===== src/inc/ppm_pkg.sv =====
// package: register map, field positions and pin indices of the port pin mux block
package ppm_pkg;

  // ----------------------------------------------------------------
  // register offsets (byte addresses on the plain register port)
  // ----------------------------------------------------------------
  localparam logic [7:0] PPM_ADDR_DRIVE    = 8'h00;  // port_t_drive_strength
  localparam logic [7:0] PPM_ADDR_PULL_EN  = 8'h01;  // port_t_pull_enable
  localparam logic [7:0] PPM_ADDR_PULL_POL = 8'h02;  // port_t_pull_polarity
  localparam logic [7:0] PPM_ADDR_ROUTE    = 8'h03;  // timer_channel_routing
  localparam logic [7:0] PPM_ADDR_S_DATA   = 8'h04;  // port_s_data

  // ----------------------------------------------------------------
  // reset values and masks
  // ----------------------------------------------------------------
  localparam logic [7:0] PPM_RST_DRIVE     = 8'h00;
  localparam logic [7:0] PPM_RST_PULL_EN   = 8'h00;
  localparam logic [7:0] PPM_RST_PULL_POL  = 8'h00;
  localparam logic [7:0] PPM_RST_ROUTE     = 8'h00;
  localparam logic [7:0] PPM_RST_S_DATA    = 8'h00;
  localparam logic [7:0] PPM_ROUTE_MASK    = 8'h33;  // only bits 5,4,1,0 exist
  localparam logic [7:0] PPM_RD_UNMAPPED   = 8'h00;

  // ----------------------------------------------------------------
  // routing field positions, indexed by timer channel slot
  // slot 0: timer1 ch6, 1: timer1 ch7, 2: timer0 ch6, 3: timer0 ch7
  // ----------------------------------------------------------------
  localparam int PPM_ROUTE_T1C6 = 0;
  localparam int PPM_ROUTE_T1C7 = 1;
  localparam int PPM_ROUTE_T0C6 = 4;
  localparam int PPM_ROUTE_T0C7 = 5;

  // port T pin used by each slot when its routing bit is clear
  localparam int PPM_TPIN_T1C6 = 2;
  localparam int PPM_TPIN_T1C7 = 3;
  localparam int PPM_TPIN_T0C6 = 6;
  localparam int PPM_TPIN_T0C7 = 7;
  // port R pin used by each slot when its routing bit is set
  localparam int PPM_RPIN_T1C6 = 2;
  localparam int PPM_RPIN_T1C7 = 3;
  localparam int PPM_RPIN_T0C6 = 0;
  localparam int PPM_RPIN_T0C7 = 1;

  // ----------------------------------------------------------------
  // port S pin positions
  // ----------------------------------------------------------------
  localparam int PPM_S_SS_SDA  = 7;
  localparam int PPM_S_SCK     = 6;
  localparam int PPM_S_MOSI    = 5;
  localparam int PPM_S_MISO_SCL = 4;
  localparam int PPM_S_CAN_TX  = 3;
  localparam int PPM_S_CAN_RX  = 2;

  // owner of a port S pin, gray coded down the priority chain
  typedef enum logic [2:0] {
    PPM_OWN_GPIO = 3'b000,
    PPM_OWN_PWM  = 3'b001,
    PPM_OWN_I2C  = 3'b011,
    PPM_OWN_SPI  = 3'b010,
    PPM_OWN_CAN  = 3'b110
  } ppm_owner_t;

endpackage


===== src/rtl/ppm_sync.sv =====
// module: two flip-flop synchroniser for a vector of pin levels
`timescale 1ns/10ps
module ppm_sync #(
  parameter int W = 8
) (
  input  wire logic         clk_i,
  input  wire logic         reset_i,
  input  wire logic         ce_i,
  input  wire logic [W-1:0] async_i,
  output logic      [W-1:0] sync_o
);

  logic [W-1:0] meta_q;

  // ----------------------------------------------------------------
  // two stages; the first is read only by the second
  // ----------------------------------------------------------------
  always_ff @(posedge clk_i or posedge reset_i) begin
    if (reset_i) begin
      meta_q <= '0;
      sync_o <= '0;
    end else if (ce_i) begin
      meta_q <= async_i;
      sync_o <= meta_q;
    end
  end

endmodule // ppm_sync


===== src/rtl/ppm_top.sv =====
// module: port T pin configuration, timer routing and port S pin ownership mux
`timescale 1ns/10ps
module ppm_top
  import ppm_pkg::*;
(
  input  wire logic       clk_i,
  input  wire logic       reset_i,
  input  wire logic       ce_i,
  // register port
  input  wire logic [7:0] addr_i,
  input  wire logic [7:0] wdata_i,
  input  wire logic       wr_i,
  input  wire logic       rd_i,
  output logic      [7:0] rdata_o,
  // port T pad control
  input  wire logic [7:0] tport_dir_i,
  input  wire logic [7:0] tport_pin_i,
  output logic      [7:0] tport_reduced_o,
  output logic      [7:0] tport_pull_en_o,
  output logic      [7:0] tport_pull_down_o,
  // timer channels, slot order t1c6, t1c7, t0c6, t0c7
  input  wire logic [3:0] timer_oc_en_i,
  input  wire logic [3:0] timer_oc_val_i,
  output logic      [3:0] timer_capture_o,
  output logic      [7:0] tport_tim_en_o,
  output logic      [7:0] tport_tim_val_o,
  input  wire logic [7:0] rport_pin_i,
  output logic      [7:0] rport_tim_en_o,
  output logic      [7:0] rport_tim_val_o,
  // port S pins and direction from the direction register block
  input  wire logic [7:0] second_port_direction_i,
  input  wire logic [7:0] s_pin_i,
  output logic      [7:0] s_pin_o,
  output logic      [7:0] s_pin_oe_o,
  // peripherals on port S; spi index 3..0 is ss, sck, mosi, miso
  input  wire logic       spi_en_i,
  input  wire logic [3:0] spi_out_i,
  input  wire logic [3:0] spi_oe_i,
  output logic      [3:0] spi_in_o,
  input  wire logic       i2c_en_i,
  input  wire logic       i2c_sda_low_i,
  input  wire logic       i2c_scl_low_i,
  output logic            i2c_sda_o,
  output logic            i2c_scl_o,
  input  wire logic [3:0] pulse_en_i,
  input  wire logic [3:0] pulse_val_i,
  input  wire logic       can_en_i,
  input  wire logic       can_tx_i,
  output logic            can_rx_o
);

  // ----------------------------------------------------------------
  // declarations
  // ----------------------------------------------------------------
  logic [7:0] drive_strength_bits_q;
  logic [7:0] pull_enable_bits_q;
  logic [7:0] pull_polarity_bits_q;
  logic [7:0] timer_route_bits_q;
  logic [7:0] second_port_data_q;
  logic [7:0] tport_sync;
  logic [7:0] rport_sync;
  logic [7:0] s_sync;
  logic [7:0] s_rd_val;
  logic [7:0] rdata_d;
  logic [3:0] route_sel;
  logic [7:0] s_out_d;
  logic [7:0] s_oe_d;
  logic [7:0] tport_en_d;
  logic [7:0] tport_val_d;
  logic [7:0] rport_en_d;
  logic [7:0] rport_val_d;
  logic [3:0] cap_d;
  ppm_owner_t own [8];

  // ----------------------------------------------------------------
  // pin input synchronisers; pins come from outside the clock domain
  // ----------------------------------------------------------------
  ppm_sync #(.W(24)) u_sync (
    .clk_i   (clk_i),
    .reset_i (reset_i),
    .ce_i    (ce_i),
    .async_i ({tport_pin_i, rport_pin_i, s_pin_i}),
    .sync_o  ({tport_sync, rport_sync, s_sync})
  );

  // ----------------------------------------------------------------
  // configuration registers
  // ----------------------------------------------------------------
  // writes accepted in every mode, no lock or write-once state
  always_ff @(posedge clk_i or posedge reset_i) begin
    if (reset_i) begin
      drive_strength_bits_q <= PPM_RST_DRIVE;
      pull_enable_bits_q    <= PPM_RST_PULL_EN;
      pull_polarity_bits_q  <= PPM_RST_PULL_POL;
      timer_route_bits_q    <= PPM_RST_ROUTE;
      second_port_data_q    <= PPM_RST_S_DATA;
    end else if (ce_i && wr_i) begin
      case (addr_i)
        PPM_ADDR_DRIVE:    drive_strength_bits_q <= wdata_i;
        PPM_ADDR_PULL_EN:  pull_enable_bits_q    <= wdata_i;
        PPM_ADDR_PULL_POL: pull_polarity_bits_q  <= wdata_i;
        PPM_ADDR_ROUTE:    timer_route_bits_q    <= wdata_i & PPM_ROUTE_MASK;
        PPM_ADDR_S_DATA:   second_port_data_q    <= wdata_i;
        default: ;
      endcase
    end
  end

  // ----------------------------------------------------------------
  // read path; data stands one cycle after the strobe, zero otherwise
  // ----------------------------------------------------------------
  // per bit: the latch when the pin is an output, else the pin level
  assign s_rd_val = (second_port_direction_i & second_port_data_q)
                  | (~second_port_direction_i & s_sync);

  always_comb begin
    rdata_d = PPM_RD_UNMAPPED;
    if (rd_i) begin
      case (addr_i)
        PPM_ADDR_DRIVE:    rdata_d = drive_strength_bits_q;
        PPM_ADDR_PULL_EN:  rdata_d = pull_enable_bits_q;
        PPM_ADDR_PULL_POL: rdata_d = pull_polarity_bits_q;
        PPM_ADDR_ROUTE:    rdata_d = timer_route_bits_q;
        PPM_ADDR_S_DATA:   rdata_d = s_rd_val;
        default:           rdata_d = PPM_RD_UNMAPPED;
      endcase
    end
  end

  always_ff @(posedge clk_i or posedge reset_i) begin
    if (reset_i) begin
      rdata_o <= 8'h00;
    end else if (ce_i) begin
      rdata_o <= rdata_d;
    end
  end

  // ----------------------------------------------------------------
  // port T pad controls
  // ----------------------------------------------------------------
  // tport_dir_i is the resolved direction, so any driver gets the setting
  always_ff @(posedge clk_i or posedge reset_i) begin
    if (reset_i) begin
      tport_reduced_o   <= 8'h00;
      tport_pull_en_o   <= 8'h00;
      tport_pull_down_o <= 8'h00;
    end else if (ce_i) begin
      tport_reduced_o   <= drive_strength_bits_q & tport_dir_i;
      tport_pull_en_o   <= pull_enable_bits_q & ~tport_dir_i;
      tport_pull_down_o <= pull_polarity_bits_q & pull_enable_bits_q
                         & ~tport_dir_i;
    end
  end

  // ----------------------------------------------------------------
  // timer channel routing between port T and port R
  // ----------------------------------------------------------------
  assign route_sel = {timer_route_bits_q[PPM_ROUTE_T0C7],
                      timer_route_bits_q[PPM_ROUTE_T0C6],
                      timer_route_bits_q[PPM_ROUTE_T1C7],
                      timer_route_bits_q[PPM_ROUTE_T1C6]};

  localparam int TPIN [4] = '{PPM_TPIN_T1C6, PPM_TPIN_T1C7, PPM_TPIN_T0C6, PPM_TPIN_T0C7};
  localparam int RPIN [4] = '{PPM_RPIN_T1C6, PPM_RPIN_T1C7, PPM_RPIN_T0C6, PPM_RPIN_T0C7};

  // each slot lands on exactly one pin; the other pin sees no timer
  always_comb begin
    tport_en_d  = 8'h00;
    tport_val_d = 8'h00;
    rport_en_d  = 8'h00;
    rport_val_d = 8'h00;
    cap_d       = 4'h0;
    for (int k = 0; k < 4; k++) begin
      if (route_sel[k]) begin
        rport_en_d[RPIN[k]]  = timer_oc_en_i[k];
        rport_val_d[RPIN[k]] = timer_oc_val_i[k];
        cap_d[k]             = rport_sync[RPIN[k]];
      end else begin
        tport_en_d[TPIN[k]]  = timer_oc_en_i[k];
        tport_val_d[TPIN[k]] = timer_oc_val_i[k];
        cap_d[k]             = tport_sync[TPIN[k]];
      end
    end
  end

  always_ff @(posedge clk_i or posedge reset_i) begin
    if (reset_i) begin
      tport_tim_en_o  <= 8'h00;
      tport_tim_val_o <= 8'h00;
      rport_tim_en_o  <= 8'h00;
      rport_tim_val_o <= 8'h00;
      timer_capture_o <= 4'h0;
    end else if (ce_i) begin
      tport_tim_en_o  <= tport_en_d;
      tport_tim_val_o <= tport_val_d;
      rport_tim_en_o  <= rport_en_d;
      rport_tim_val_o <= rport_val_d;
      timer_capture_o <= cap_d;
    end
  end

  // ----------------------------------------------------------------
  // port S ownership by fixed priority
  // ----------------------------------------------------------------
  always_comb begin
    for (int p = 0; p < 8; p++) begin
      own[p] = PPM_OWN_GPIO;
    end
    // pins 7..4 share spi; 7 and 4 also carry i2c
    for (int p = 4; p < 8; p++) begin
      if (spi_en_i) begin
        own[p] = PPM_OWN_SPI;
      end else if (i2c_en_i && (p == PPM_S_SS_SDA || p == PPM_S_MISO_SCL)) begin
        own[p] = PPM_OWN_I2C;
      end else if (pulse_en_i[p-4]) begin
        own[p] = PPM_OWN_PWM;
      end
    end
    if (can_en_i) begin
      own[PPM_S_CAN_TX] = PPM_OWN_CAN;
      own[PPM_S_CAN_RX] = PPM_OWN_CAN;
    end
  end

  // ----------------------------------------------------------------
  // port S drive value and enable per pin
  // ----------------------------------------------------------------
  // i2c is open drain: enable only while pulling low
  generate
    for (genvar g = 0; g < 8; g++) begin : g_spin
      always_comb begin
        case (own[g])
          PPM_OWN_SPI: begin
            s_out_d[g] = (g >= 4) ? spi_out_i[(g >= 4) ? g-4 : 0] : 1'b0;
            s_oe_d[g]  = (g >= 4) ? spi_oe_i[(g >= 4) ? g-4 : 0] : 1'b0;
          end
          PPM_OWN_I2C: begin
            s_out_d[g] = 1'b0;
            s_oe_d[g]  = (g == PPM_S_SS_SDA) ? i2c_sda_low_i : i2c_scl_low_i;
          end
          PPM_OWN_PWM: begin
            s_out_d[g] = (g >= 4) ? pulse_val_i[(g >= 4) ? g-4 : 0] : 1'b0;
            s_oe_d[g]  = 1'b1;                               // forced output
          end
          PPM_OWN_CAN: begin
            s_out_d[g] = can_tx_i;
            s_oe_d[g]  = (g == PPM_S_CAN_TX);                // rx pin stays input
          end
          default: begin
            s_out_d[g] = second_port_data_q[g];
            s_oe_d[g]  = second_port_direction_i[g];
          end
        endcase
      end
    end
  endgenerate

  always_ff @(posedge clk_i or posedge reset_i) begin
    if (reset_i) begin
      s_pin_o    <= 8'h00;
      s_pin_oe_o <= 8'h00;
    end else if (ce_i) begin
      s_pin_o    <= s_out_d;
      s_pin_oe_o <= s_oe_d;
    end
  end

  // ----------------------------------------------------------------
  // peripheral inputs taken from synchronised port S pins
  // ----------------------------------------------------------------
  // peripherals see the pin regardless of ownership; they gate it themselves
  always_ff @(posedge clk_i or posedge reset_i) begin
    if (reset_i) begin
      spi_in_o  <= 4'h0;
      i2c_sda_o <= 1'b1;
      i2c_scl_o <= 1'b1;
      can_rx_o  <= 1'b1;
    end else if (ce_i) begin
      spi_in_o  <= s_sync[7:4];
      i2c_sda_o <= s_sync[PPM_S_SS_SDA];
      i2c_scl_o <= s_sync[PPM_S_MISO_SCL];
      can_rx_o  <= s_sync[PPM_S_CAN_RX];
    end
  end
endmodule // ppm_top


===== config.mk =====
export PLATFORM = sky130hd
export DESIGN_NAME = ppm_top
export DESIGN_NICKNAME = d
export VERILOG_FILES = /design/src/inc/ppm_pkg.sv /design/src/rtl/ppm_sync.sv /design/src/rtl/ppm_top.sv
export SDC_FILE = /design/constraint.sdc
export NUM_CORES = 1
export LEC_CHECK = 0
export BUFFER_PORTS_ARGS = -buffer_cell sky130_fd_sc_hd__buf_2
export CORE_MARGIN = 3
export CORE_UTILIZATION = 47
export CTS_CLUSTER_SIZE = 10
export DETAILED_ROUTE_END_ITERATION = 8
export PLACE_DENSITY = 0.76
export SETUP_SLACK_MARGIN = 0.1
export SKIP_CTS_REPAIR_TIMING = 1
export SYNTH_ARGS = -nofsm -noshare
export SYNTH_HDL_FRONTEND = slang
export SYNTH_SLANG_ARGS = --single-unit
export TNS_END_PERCENT = 10

===== constraint.sdc =====
create_clock -name clk_i -period 9.5 [get_ports clk_i]
set_clock_uncertainty 0.1 [all_clocks]
set_input_delay 0.475 -clock clk_i [delete_from_list [all_inputs] [get_ports clk_i]]
set_output_delay 0.475 -clock clk_i [all_outputs]
set_load 0.1 [all_outputs]

======== Word-level counts from Yosys, hierarchy flattened ========
Index checks and enable logic that the tools add are counted.
word-level totals
  register bits after elaboration ......... 159
  latch bits .............................. 0
  bits in writable memories ............... 0
  bits in read-only memories .............. 0
  input port bits ......................... 91
  output and inout port bits .............. 91
  logic and storage cells ................. 115
  memories ................................ 0
operators by class
  add/sub/neg operators ................... 0
  multiply operators ...................... 0
  div/mod/pow operators ................... 0
  $lt $le $gt $ge ......................... 0
  equality and inequality tests ........... 28
  shift operators ......................... 0
  mux-type cells .......................... 45
  bitwise logic cells ..................... 9
  reduce and logical (&&, ||, !) cells .... 11
operators with widths
  operator                                                                count
  8-bit AND                                                               6
  8-bit one-hot mux with 5 select lines                                   1
  3-bit by 2-bit equality test with 1-bit output (second input constant)  12
  1-bit one-hot mux with 4 select lines                                   8
  1-bit two-way mux                                                       24
  3-bit by 1-bit equality test with 1-bit output (second input constant)  6
  3-bit equality test (second input constant)                             6
  8-bit by 2-bit equality test with 1-bit output (second input constant)  2
  8-bit inverter                                                          2
  2-bit two-way mux                                                       6
  2-bit AND reduction                                                     5
  8-bit by 1-bit equality test with 1-bit output (second input constant)  1
  8-bit by 3-bit equality test with 1-bit output (second input constant)  1
  8-bit logical NOT                                                       1
  8-bit two-way mux                                                       1
  8-bit bitwise OR                                                        1
  6-bit two-way mux                                                       1
  1-bit one-hot mux with 3 select lines                                   2
  3-bit OR reduction                                                      2
  1-bit one-hot mux with 2 select lines                                   2
  2-bit OR reduction                                                      2
  1-bit logical AND                                                       1

======== Depth between registers and ports, before layout ========
Gate-level depths: netlist of the first run.
  word-level depth ........................ 5
  mapped depth ............................ 6
  mapped depth without buffers ............ 4

======== Hierarchy ========
A second synthesis of the first run with hierarchy kept.
unflattened totals
  cell total of the unflattened synthesis .. 533
  area, all modules ....................... 6849.1 um^2
modules (own cells, without submodules)
  module    instances  cells each  area each (um^2)  seq. area each (um^2)
  ppm_top   1          431         4984.8            2781.4
  ppm_sync  1          102         1864.3            1201.2

======== Worst setup path before layout of the first run ========
OpenSTA, ideal clock, no wires.
  kind .................................... in2reg
  start ................................... input ce_i
  end ..................................... register timer_route_bits_q[0]
  setup time .............................. 0.125 ns
  arrival ................................. 2.012 ns
  required time ........................... 9.275 ns
  setup slack ............................. 7.263 ns
  stages on the path ...................... 6
  path buffers ............................ 2
  cells stage by stage .................... buf_2 or4b_4 nor4_4 and3_1 buf_4 mux2_2
between the ends
  word-level cells in the longest chain between the ends .. 2
ends and longest elaborated chain
  item                           line            source
  start: declaration             ppm_top.sv:8    input wire logic ce_i,
  1-bit logical AND              ppm_top.sv:97   end else if (ce_i && wr_i) begin
  2-bit AND reduction (no line)  n/a
  end signal: assignment         ppm_top.sv:102  PPM_ADDR_ROUTE: timer_route_bits_q <= wdata_i & PPM_ROUTE_MASK;
  end: declaration               ppm_top.sv:58   logic [7:0] timer_route_bits_q;
No other way between the ends.
A chain may end at the register's enable or synchronous reset.

======== Worst setup path after layout of the first run ========
  start ................................... input ce_i
  end ..................................... register timer_route_bits_q[4]
Same word-level chain as after synthesis.

==> results of run 1 <==
-- cell usage after synthesis --
cell type,instances
o22a_1,2
nand2_2,3
buf_4,17
a311oi_1,2
o32ai_1,2
nor3_1,7
and3_1,2
dfstp_2,3
nand3_1,24
o2bb2ai_1,2
nand4_2,1
a211oi_1,2
a2bb2oi_1,2
buf_1,3
mux2i_1,22
o21ai_0,40
or4b_4,1
or3b_2,1
o22ai_1,7
buf_2,1
conb_1,1
a21boi_0,2
nor4_4,1
mux2_2,89
inv_1,47
a221oi_1,2
nand2_1,16
dfrtp_1,140
nand2b_1,1
a21oi_1,17
clkbuf_1,19
a22oi_1,2
nor2_1,23
nor2b_1,16
a22o_1,2
-- flip-flops by register name (all words and copies together), names as in the netlist, 8 cells and up --
register               cells
rdata_o                    8
s_pin_oe_o                 8
drive_strength_bits_q      8
tport_reduced_o            8
u_sync.sync_o             16
s_pin_o                    8
pull_polarity_bits_q       8
pull_enable_bits_q         8
second_port_data_q         8
u_sync.meta_q             16
tport_pull_en_o            8
tport_pull_down_o          8
-- power breakdown --
part | leakage [uW] | switching (uW) | total, uW | internal [uW]
combinational | 0.00167 | 238 | 303 | 65.0
clock | 0.000277 | 235 | 655 | 419
sequential | 0.00185 | 24.1 | 675 | 651
total | 0.00379 | 497 | 1630 | 1140
-- final cells by class --
cell class	count	area (um^2)
fillers	1061	5140
flip-flops and latches	143	3580
multi-input cells	307	2270
repair buffers	159	803
clock buffers	26	469
well taps	172	215
inverters	47	181
clock inverters	6	108
diodes	1	2.50
-- how the worst max path moves through the flow --
stage                 start                       end  slack (ns)  depth (start not counted)
floorplan           reset_i  drive_strength_bits_q[0]        5.09                          1
global placement       ce_i     timer_route_bits_q[4]        6.84                          5
detailed placement     ce_i     timer_route_bits_q[0]        6.75                          5
CTS                    ce_i     timer_route_bits_q[4]        7.18                          5
global route           ce_i     timer_route_bits_q[4]        7.11                          5
finish                 ce_i     timer_route_bits_q[4]        7.15                          5
-- routing by layer --
| metal | wire, um | vias to the layer above | global-route usage |
|---|---|---|---|
| li1 | - | 2077 | - |
| met1 | 6150 | 2169 | 0.263 |
| met2 | 7040 | 155 | 0.335 |
| met3 | 994 | 28 | 0.0608 |
| met4 | 264 | 4 | 0.0680 |
| met5 | 21 | - | 0 |
-- kinds of logic after synthesis --
| kind of cell | Yosys count | synth area share |
|---|---|---|
| other | 1 | 0.000606 |
| multiplexers | 111 | 0.197 |
| AND/OR/NAND/NOR | 96 | 0.0800 |
| flip-flops | 143 | 0.579 |
| buffers and inverters | 87 | 0.0632 |
| AO/OA/AOI/OAI | 84 | 0.0802 |
-- critical path, cell delays in order --
cell    delay, ns
buf_4        0.41
or4b_4       0.57
nor4_4       0.37
and3_1       0.34
mux2_2       0.36
-- per-stage QoR --
step | util | instances | power [uW] | cell area (um^2) | worst slack [ns]
3_5_place_dp | 0.552 | 828 | 990 | 7060 | 6.75
5_1_grt | 0.598 | 861 | 1690 | 7640 | 7.11
6_report | 0.598 | 861 | 1630 | 7640 | 7.15
4_1_cts | 0.598 | 860 | 1650 | 7630 | 7.18
3_3_place_gp | 0.552 | 828 | 982 | 7060 | 6.84
2_1_floorplan | - | 537 | 928 | 6250 | 5.09
==> summary.txt, run 1 <==
drt total wl: 14,500 um
Initial Utilization: 0.485
# H-tree levels: 4
max-cap violation count: 0
gr usage total: 0.205
most common library cell in the layout ignoring fill and taps: buf_2
routed vias/inst: 5.15
Mapped Cells: 522
setup_tns: 0 ns
Routed Antenna Nets: 0
vias in the first global route: 4,565
critical path class: in2reg
Clock Pin Slew Worst Setup and Hold Paths: 0.05 ns
clock root buffer master: clkbuf_16
Num CTS Buffers: 17
GPL Wtd Cong: 0.847
post-synth cell types: 35
TritonCTS clock tree: yes
initial antenna violation count: 3
Area contributors post-synth: dfrtp_1, mux2_2, mux2i_1, o21ai_0, inv_1
crit path DAT: 2.54 ns
dpl hpwl: 10,500 um
Pre-Repair DR Iteration Count: 4
core area: 12,800 um^2
first-pass GRT wire length: 23,200 um
Hold Slack: 0.0521 ns
grt ovf: 0
Synthesis Warnings: 0
Buffers on Ports: 157
Critical Path End Type: flop
Final Critical Period: 2.35 ns
Clock Sink Count: 143
R2R Setup Slk: 8.01 ns
highest clock rate: 0.426 GHz
Final #Nets: 766
total power divided by cell area: 214 nW/um^2
Leak: 0.00379 uW
unrepaired setup endpoints after global routing: false
Die W: 121 um
Vias: 4,433
largest area contributor in the netlist: dfrtp_1
commonest non-fill, non-tap cells in the layout: buf_2, dfrtp_1, mux2_2
final period utilization: 0.247
Slew @ Worst Pin: 0.988 ns
fin. max-slew vios: 0
Setup violations, final: 0
status: finished clean
Peak VDD IR: 0.142 mV
Die ar.: 14,600 um^2
FF+latch count, synth: 143
Final Hold Vio Count: 0
Initial DRC Count: 167
worst-case reg-to-reg path depth: 4
IO Count: 182
largest net degree at the start of global routing: 106
clock latency on the worst-skew pair: 0.41 ns
Area Overhead vs Synth: 23.3%
reg2reg end: rdata_o[5]
num rows: 41
Critical R2R Launch: timer_route_bits_q[5]
wire length per cell: 16.8 um
Post-Syn Area: 6190 um^2
clk buf depth: 2
register area share after synthesis: 0.579
WP data required: 9.69 ns
type of the tightest min-delay check: in2async
die height: 121 um
top fanout value on the critical path: 46
Avg Synthesized Cell Area: 11.9 um^2
Slew HR: 0.342
top cell type's share of synthesized area: 0.566
drt drc: 0
ratio of cells with drive above 1 in the final layout: 0.411
CP Launch Type: primary input
Note: power is estimated with default switching activity, not from simulation.
==> run 2, diff against run 1 <==
--- a/config.mk
+++ b/config.mk
@@ -5,12 +5,13 @@
 export SDC_FILE = /design/constraint.sdc
 export NUM_CORES = 1
 export LEC_CHECK = 0
+export ABC_AREA = 1
 export BUFFER_PORTS_ARGS = -buffer_cell sky130_fd_sc_hd__buf_2
 export CORE_MARGIN = 3
 export CORE_UTILIZATION = 47
 export CTS_CLUSTER_SIZE = 10
 export DETAILED_ROUTE_END_ITERATION = 8
-export PLACE_DENSITY = 0.76
+export PLACE_DENSITY = 0.75
 export SETUP_SLACK_MARGIN = 0.1
 export SKIP_CTS_REPAIR_TIMING = 1
 export SYNTH_ARGS = -nofsm -noshare
==> constraint.sdc (replaced) <==
create_clock -name clk_i -period 2.3 [get_ports clk_i]
set_clock_uncertainty 0.1 [all_clocks]
set_input_delay 0.115 -clock clk_i [delete_from_list [all_inputs] [get_ports clk_i]]
set_output_delay 0.115 -clock clk_i [all_outputs]
set_load 0.1 [all_outputs]
==> summary.txt, run 2 <==
Buf+Inv Stages, Crit Path: 5 (+4)
pre-CTS setup slack: 0.864 ns (-5.89 ns)
Initial Utilization: 0.493 (+0.00805)
Pint: 4360 uW (+280%)
top cell type's share of synthesized area: 0.548 (-0.0180)
clock network fraction of design power: 0.387 (-0.014)
Routed Antenna Nets: 0 (unchanged)
Placed Instances: 993 (+20%)
fin. max-slew vios: 0 (unchanged)
Initial DRC Count: 328 (+96%)
Critical Path End Type: flop
ratio of cells with drive above 1 in the final layout: 0.288 (-0.123)
IO Count: 182 (unchanged)
type of the tightest min-delay check: in2reg
Peak VDD IR: 0.505 mV (+260%)
Post-synth EDFFs: 0 (unchanged)
clock root buffer master: clkbuf_16
Final #Nets: 987 (+29%)
first-pass GRT wire length: 24,900 um (+7.4%)
part of the power in combinational logic: 0.193 (+0.008)
Num CTS Buffers: 17 (unchanged)
grt ovf: 0 (unchanged)
total power: 6530 uW (+300%)
Mapped Cells: 687 (+32%)
status: finished, violations left
post-synth cell types: 36 (+2.9%)
core area: 13,000 um^2 (+1.6%)
Avg Synthesized Cell Area: 9.31 um^2 (-22%)
R2R Setup Slk: 0.90 ns (-7.11 ns)
top fanout value on the critical path: 2 (-96%)
initial antenna violation count: 0 (-3)
reg2reg end: s_pin_o[5]
CP max stage delay: 0.56 ns (about the same)
# H-tree levels: 4 (unchanged)
clock latency on the worst-skew pair: 0.41 ns (about the same)
Die W: 123 um (+1.6%)
Post-Layout Cell Count: 1,081 (+26%)
worst hold stages: 5
Final Hold Vio Count: 2 (+2)
register area share after synthesis: 0.560 (-0.0184)
Hold Slack: -0.0667 ns (-0.119 ns)
drt drc: 0 (unchanged)
wire length per cell: 14.9 um (-11%)
vias in the first global route: 4,927 (+7.9%)
Clock Pin Slew Worst Setup and Hold Paths: 0.06 ns (about the same)
Buffers on Ports: 157 (unchanged)
Vias: 5,424 (+22%)
diode count: 0 (-1)
commonest non-fill, non-tap cells in the layout: nand2_1, buf_2, dfrtp_1
Area contributors post-synth: dfrtp_1, nand2_1, o21ai_0, o21ai_2, nand3_1
drt total wl: 16,100 um (+11%)
Slew @ Worst Pin: 0.535 ns (-0.453 ns)
CP Launch Type: primary input
Top delay family on crit path: buffers and inverters
FF+latch count, synth: 143 (unchanged)
WP data required: 2.55 ns (-7.14 ns)
die height: 123 um (+1.6%)
Psw: 2170 uW (+340%)
Setup violations, final: 0 (unchanged)
GPL Wtd Cong: 0.797 (-5.9%)
biggest regs: u_sync.meta_q x16, u_sync.sync_o x16
Most common cell on crit path: dlygate4sd3_1
most frequent cell after synthesis: nand2_1
ys async rst share: 1.00 (unchanged)
Sw Share: 0.332 (+0.0279)
largest net degree at the start of global routing: 74 (-30%)
crit path DAT: 2.14 ns (-0.40 ns)
worst setup path start: pulse_en_i[3]
final period utilization: 0.820
Synthesis Warnings: 0 (unchanged)
setup_tns: 0 ns (unchanged)
clk buf depth: 2 (unchanged)
critical path class: in2reg
violated checks: hold timing
unrepaired setup endpoints after global routing: false
Post-Syn Area: 6400 um^2 (+3.3%)
list of most frequent post-synthesis cells: nand2_1, dfrtp_1, o21ai_0
sequential power share: 0.420 (+0.006)
TritonCTS clock tree: yes
Clock Sink Count: 143 (unchanged)
max-cap violation count: 0 (unchanged)
routed vias/inst: 5.02 (-2.5%)
final cell utilization of the core: 0.645 (+0.0472)
worst-case reg-to-reg path depth: 3 (-1)
crit path cell chain: dlygate4sd3_1, buf_2, inv_1, nand3_1, dlygate4sd3_1, a31oi_1, dlygate4sd3_1
highest clock rate: 0.530 GHz
num rows: 41 (unchanged)
Hold Path End: s_pin_o[3]
smallest setup slack after layout: 0.414 ns (-6.74 ns)
Area Overhead vs Synth: 30.9%
Die ar.: 15,000 um^2 (+3.1%)
largest area contributor in the netlist: dfrtp_1
Critical R2R Launch: second_port_data_q[5]
total power divided by cell area: 780 nW/um^2 (+260%)
main flop type after synthesis: dfrtp_1
Pre-Repair DR Iteration Count: 5 (+1)
Leak: 0.00444 uW (+17%)
gr usage total: 0.214 (+0.00927)
Slowest cell on crit path: dlygate4sd3_1
dpl hpwl: 11,200 um (+6.9%)
min-delay src: can_tx_i
Final Critical Period: 1.89 ns
most common library cell in the layout ignoring fill and taps: nand2_1
Slew HR: 0.643 (+0.302)
==> run 2: cell count changes after synthesis, moves of 10 or more <==
cell and delta:
a21oi_1 -15, buf_2 +12, clkbuf_1 -11, mux2_2 -89, mux2i_1 -22, nand2_1 +211, nand3_1 +27, nor2_1 -10
nor2b_1 -16, o21ai_0 +19, o21ai_2 +32
==> run 2: routing by layer <==
| layer | track usage | wire (um) | up-vias |
|---|---|---|---|
| met1 | 0.299 | 7090 | 2556 |
| met4 | 0.0742 | 281 | 0 |
| met2 | 0.330 | 7640 | 205 |
| li1 | - | - | 2640 |
| met3 | 0.0512 | 1110 | 23 |
| met5 | 0 | 0 | - |
==> run 2: how the worst max path moves through the flow <==
stage | endpoint | depth (start not counted)
finish | s_pin_oe_o[7] | 7
floorplan | drive_strength_bits_q[0] | 1
global placement | pull_polarity_bits_q[1] | 7
CTS | can_rx_o | 1
global route | s_pin_oe_o[7] | 7
detailed placement | second_port_data_q[7] | 7
==> run 2: power by group through the flow <==
stage | logic [uW] | clock network [uW] | registers (uW)
3_3_place_gp | 1180 | 0 | 2780
3_5_place_dp | 1190 | 0 | 2790
2_1_floorplan | 435 | 0 | 3290
6_report | 1260 | 2530 | 2740
4_1_cts | 1190 | 2580 | 2740
5_1_grt | 1340 | 2690 | 2760
==> run 2: through the flow <==
stage,cell area (um^2),hold WS (ns)
2_1_floorplan,6460,0.122
3_3_place_gp,7260,0.0677
3_5_place_dp,7260,0.0673
4_1_cts,7810,-0.377
5_1_grt,8370,0.00280
6_report,8370,-0.0667
==> run 2: worst reg2reg max path, stage by stage, from the launching register on <==
cell and delay [ns]:
dfrtp_1 0.43, o21ai_0 0.17, dlygate4sd3_1 0.56, nand2_1 0.04
==> run 2: area by class of cell <==
cell class | count | area (um^2)
multi-input cells | 464 | 2380
inverters | 51 | 204
flip-flops and latches | 143 | 3580
well taps | 172 | 215
fillers | 1063 | 4610
repair buffers | 219 | 1440
clock inverters | 14 | 109
clock buffers | 18 | 439
==> run 2: cell families (layout without fill, tap and decap cells) <==
group,after synthesis,after routing,synth area share
AOI/OAI and AO/OA,127,127,0.134
other,1,16,0.000586
buffers and inverters,95,302,0.0765
and+or+nand+nor,321,321,0.229
DFF,143,143,0.560
==> run 3, diff against run 2 <==
--- a/config.mk
+++ b/config.mk
@@ -5,13 +5,13 @@
 export SDC_FILE = /design/constraint.sdc
 export NUM_CORES = 1
 export LEC_CHECK = 0
-export ABC_AREA = 1
+export ABC_AREA = 0
 export BUFFER_PORTS_ARGS = -buffer_cell sky130_fd_sc_hd__buf_2
 export CORE_MARGIN = 3
 export CORE_UTILIZATION = 47
 export CTS_CLUSTER_SIZE = 10
 export DETAILED_ROUTE_END_ITERATION = 8
-export PLACE_DENSITY = 0.75
+export PLACE_DENSITY = 0.79
 export SETUP_SLACK_MARGIN = 0.1
 export SKIP_CTS_REPAIR_TIMING = 1
 export SYNTH_ARGS = -nofsm -noshare
==> constraint.sdc (replaced) <==
create_clock -name clk_i -period 1.7 [get_ports clk_i]
set_clock_uncertainty 0.1 [all_clocks]
set_input_delay 0.085 -clock clk_i [delete_from_list [all_inputs] [get_ports clk_i]]
set_output_delay 0.085 -clock clk_i [all_outputs]
set_load 0.1 [all_outputs]
==> summary.txt, run 3 (synthesized netlist as in run 1, its figures left out) <==
Num CTS Buffers: 17 (unchanged)
Final Critical Period: 1.55 ns
routed vias/inst: 5.04 (+0.40%)
die height: 121 um (-1.5%)
Pre-Repair DR Iteration Count: 4 (-1)
critical path class: reg2out
unrepaired setup endpoints after global routing: false
Sw Share: 0.301 (-0.0315)
violated checks: hold timing
Vias: 4,670 (-14%)
Psw: 2840 uW (+31%)
drt total wl: 15,200 um (-5.6%)
smallest setup slack after layout: 0.146 ns (-0.268 ns)
ratio of cells with drive above 1 in the final layout: 0.399 (+0.110)
TritonCTS clock tree: yes
top fanout value on the critical path: 2 (unchanged)
IO Count: 182 (unchanged)
first-pass GRT wire length: 23,200 um (-6.8%)
commonest non-fill, non-tap cells in the layout: buf_2, dfrtp_1, mux2_2
worst setup path start: can_rx_o
Slew HR: 0.449 (-0.195)
Area Overhead vs Synth: 34.9%
largest net degree at the start of global routing: 91 (+23%)
Die ar.: 14,600 um^2 (-3.0%)
worst-case reg-to-reg path depth: 4 (+1)
Initial DRC Count: 248 (-24%)
Post-Layout Cell Count: 927 (-14%)
clk buf depth: 2 (unchanged)
pre-CTS setup slack: -0.243 ns (-1.11 ns)
total power: 9440 uW (+45%)
CP max stage delay: 0.53 ns (-0.03 ns)
num rows: 41 (unchanged)
Critical Path End Type: primary output
Critical R2R Launch: second_port_data_q[5]
final cell utilization of the core: 0.654 (+0.00880)
Leak: 0.00411 uW (-7.4%)
fin. max-slew vios: 0 (unchanged)
# H-tree levels: 4 (unchanged)
Slowest cell on crit path: dfstp_2
CP Launch Type: flop
total power divided by cell area: 1130 nW/um^2 (+45%)
Clock Pin Slew Worst Setup and Hold Paths: 0.06 ns (about the same)
worst hold stages: 3 (-2)
min-delay src: rd_i
type of the tightest min-delay check: in2reg
Hold Path End: rdata_o[3]
Setup violations, final: 0 (unchanged)
biggest regs: u_sync.meta_q x16, u_sync.sync_o x16
wire length per cell: 16.4 um (+10%)
grt ovf: 0 (unchanged)
initial antenna violation count: 0 (unchanged)
part of the power in combinational logic: 0.192 (about the same)
drt drc: 0 (unchanged)
clock network fraction of design power: 0.408 (+0.021)
sequential power share: 0.400 (-0.020)
Pint: 6600 uW (+51%)
Initial Utilization: 0.485 (-0.00805)
setup_tns: 0 ns (unchanged)
number of filler cells placed in the layout: 1,002 (-5.7%)
Peak VDD IR: 0.756 mV (+50%)
Levels on crit path: 1 (-6)
crit path DAT: 1.37 ns (-0.77 ns)
dpl hpwl: 10,700 um (-5.0%)
core area: 12,800 um^2 (-1.6%)
status: finished, violations left
Buf+Inv Stages, Crit Path: 1 (-4)
Buffers on Ports: 157 (unchanged)
most common library cell in the layout ignoring fill and taps: buf_2
Placed Instances: 838 (-16%)
vias in the first global route: 4,518 (-8.3%)
crit path cell chain: buf_2
Clock Sink Count: 143 (unchanged)
WP data required: 1.51 ns (-1.04 ns)
highest clock rate: 0.644 GHz
Hold Slack: -0.00214 ns (+0.0645 ns)
gr usage total: 0.207 (-0.00786)
clock latency on the worst-skew pair: 0.41 ns (about the same)
Final #Nets: 833 (-16%)
Routed Antenna Nets: 0 (unchanged)
max-cap violation count: 0 (unchanged)
GPL Wtd Cong: 0.864 (+8.4%)
R2R Setup Slk: 0.30 ns (-0.60 ns)
Final Hold Vio Count: 2 (unchanged)
Die W: 121 um (-1.5%)
Top delay family on crit path: flip-flops
diode count: 0 (unchanged)
clock root buffer master: clkbuf_16
Slew @ Worst Pin: 0.827 ns (+0.292 ns)
reg2reg end: rdata_o[5]
final period utilization: 0.914
run 3: through the flow:
step,hold slack [ns],cell area (um^2)
floorplan,0.0741,6250
global placement,0.145,7160
detailed placement,0.149,7160
CTS,-0.296,7780
global route,0.0117,8350
finish,-0.00214,8350
run 3: routing by layer:
layer  wire, um  vias to the layer above  track usage
met5          0                        -            0
li1           -                     2218            -
met3        726                       26       0.0500
met2       7590                      152        0.337
met1       6610                     2274        0.271
met4        294                        0       0.0729
run 3: power by group through the flow:
stage / Clock [uW] / Sequential (uW) / Combinational (uW)
global route: 4100 / 3800 / 1910
finish: 3850 / 3770 / 1820
CTS: 3930 / 3770 / 1720
detailed placement: 0 / 3830 / 1720
global placement: 0 / 3820 / 1690
floorplan: 0 / 4590 / 602
run 3: cell type report:
cell class / instances / area, um^2 / share of cell area
clock inverter: 9 / 130 / 0.0156
tap: 172 / 215 / 0.0258
clock buffer: 23 / 498 / 0.0596
sequential: 143 / 3580 / 0.429
timing repair buffer: 226 / 1470 / 0.176
multi-input combinational: 307 / 2270 / 0.272
inverter: 47 / 180 / 0.0216
run 3: worst max-delay path by stage:
stage,to
2_1_floorplan,drive_strength_bits_q[0]
3_3_place_gp,second_port_data_q[1]
3_5_place_dp,second_port_data_q[5]
4_1_cts,i2c_scl_o
5_1_grt,can_rx_o
6_report,can_rx_o
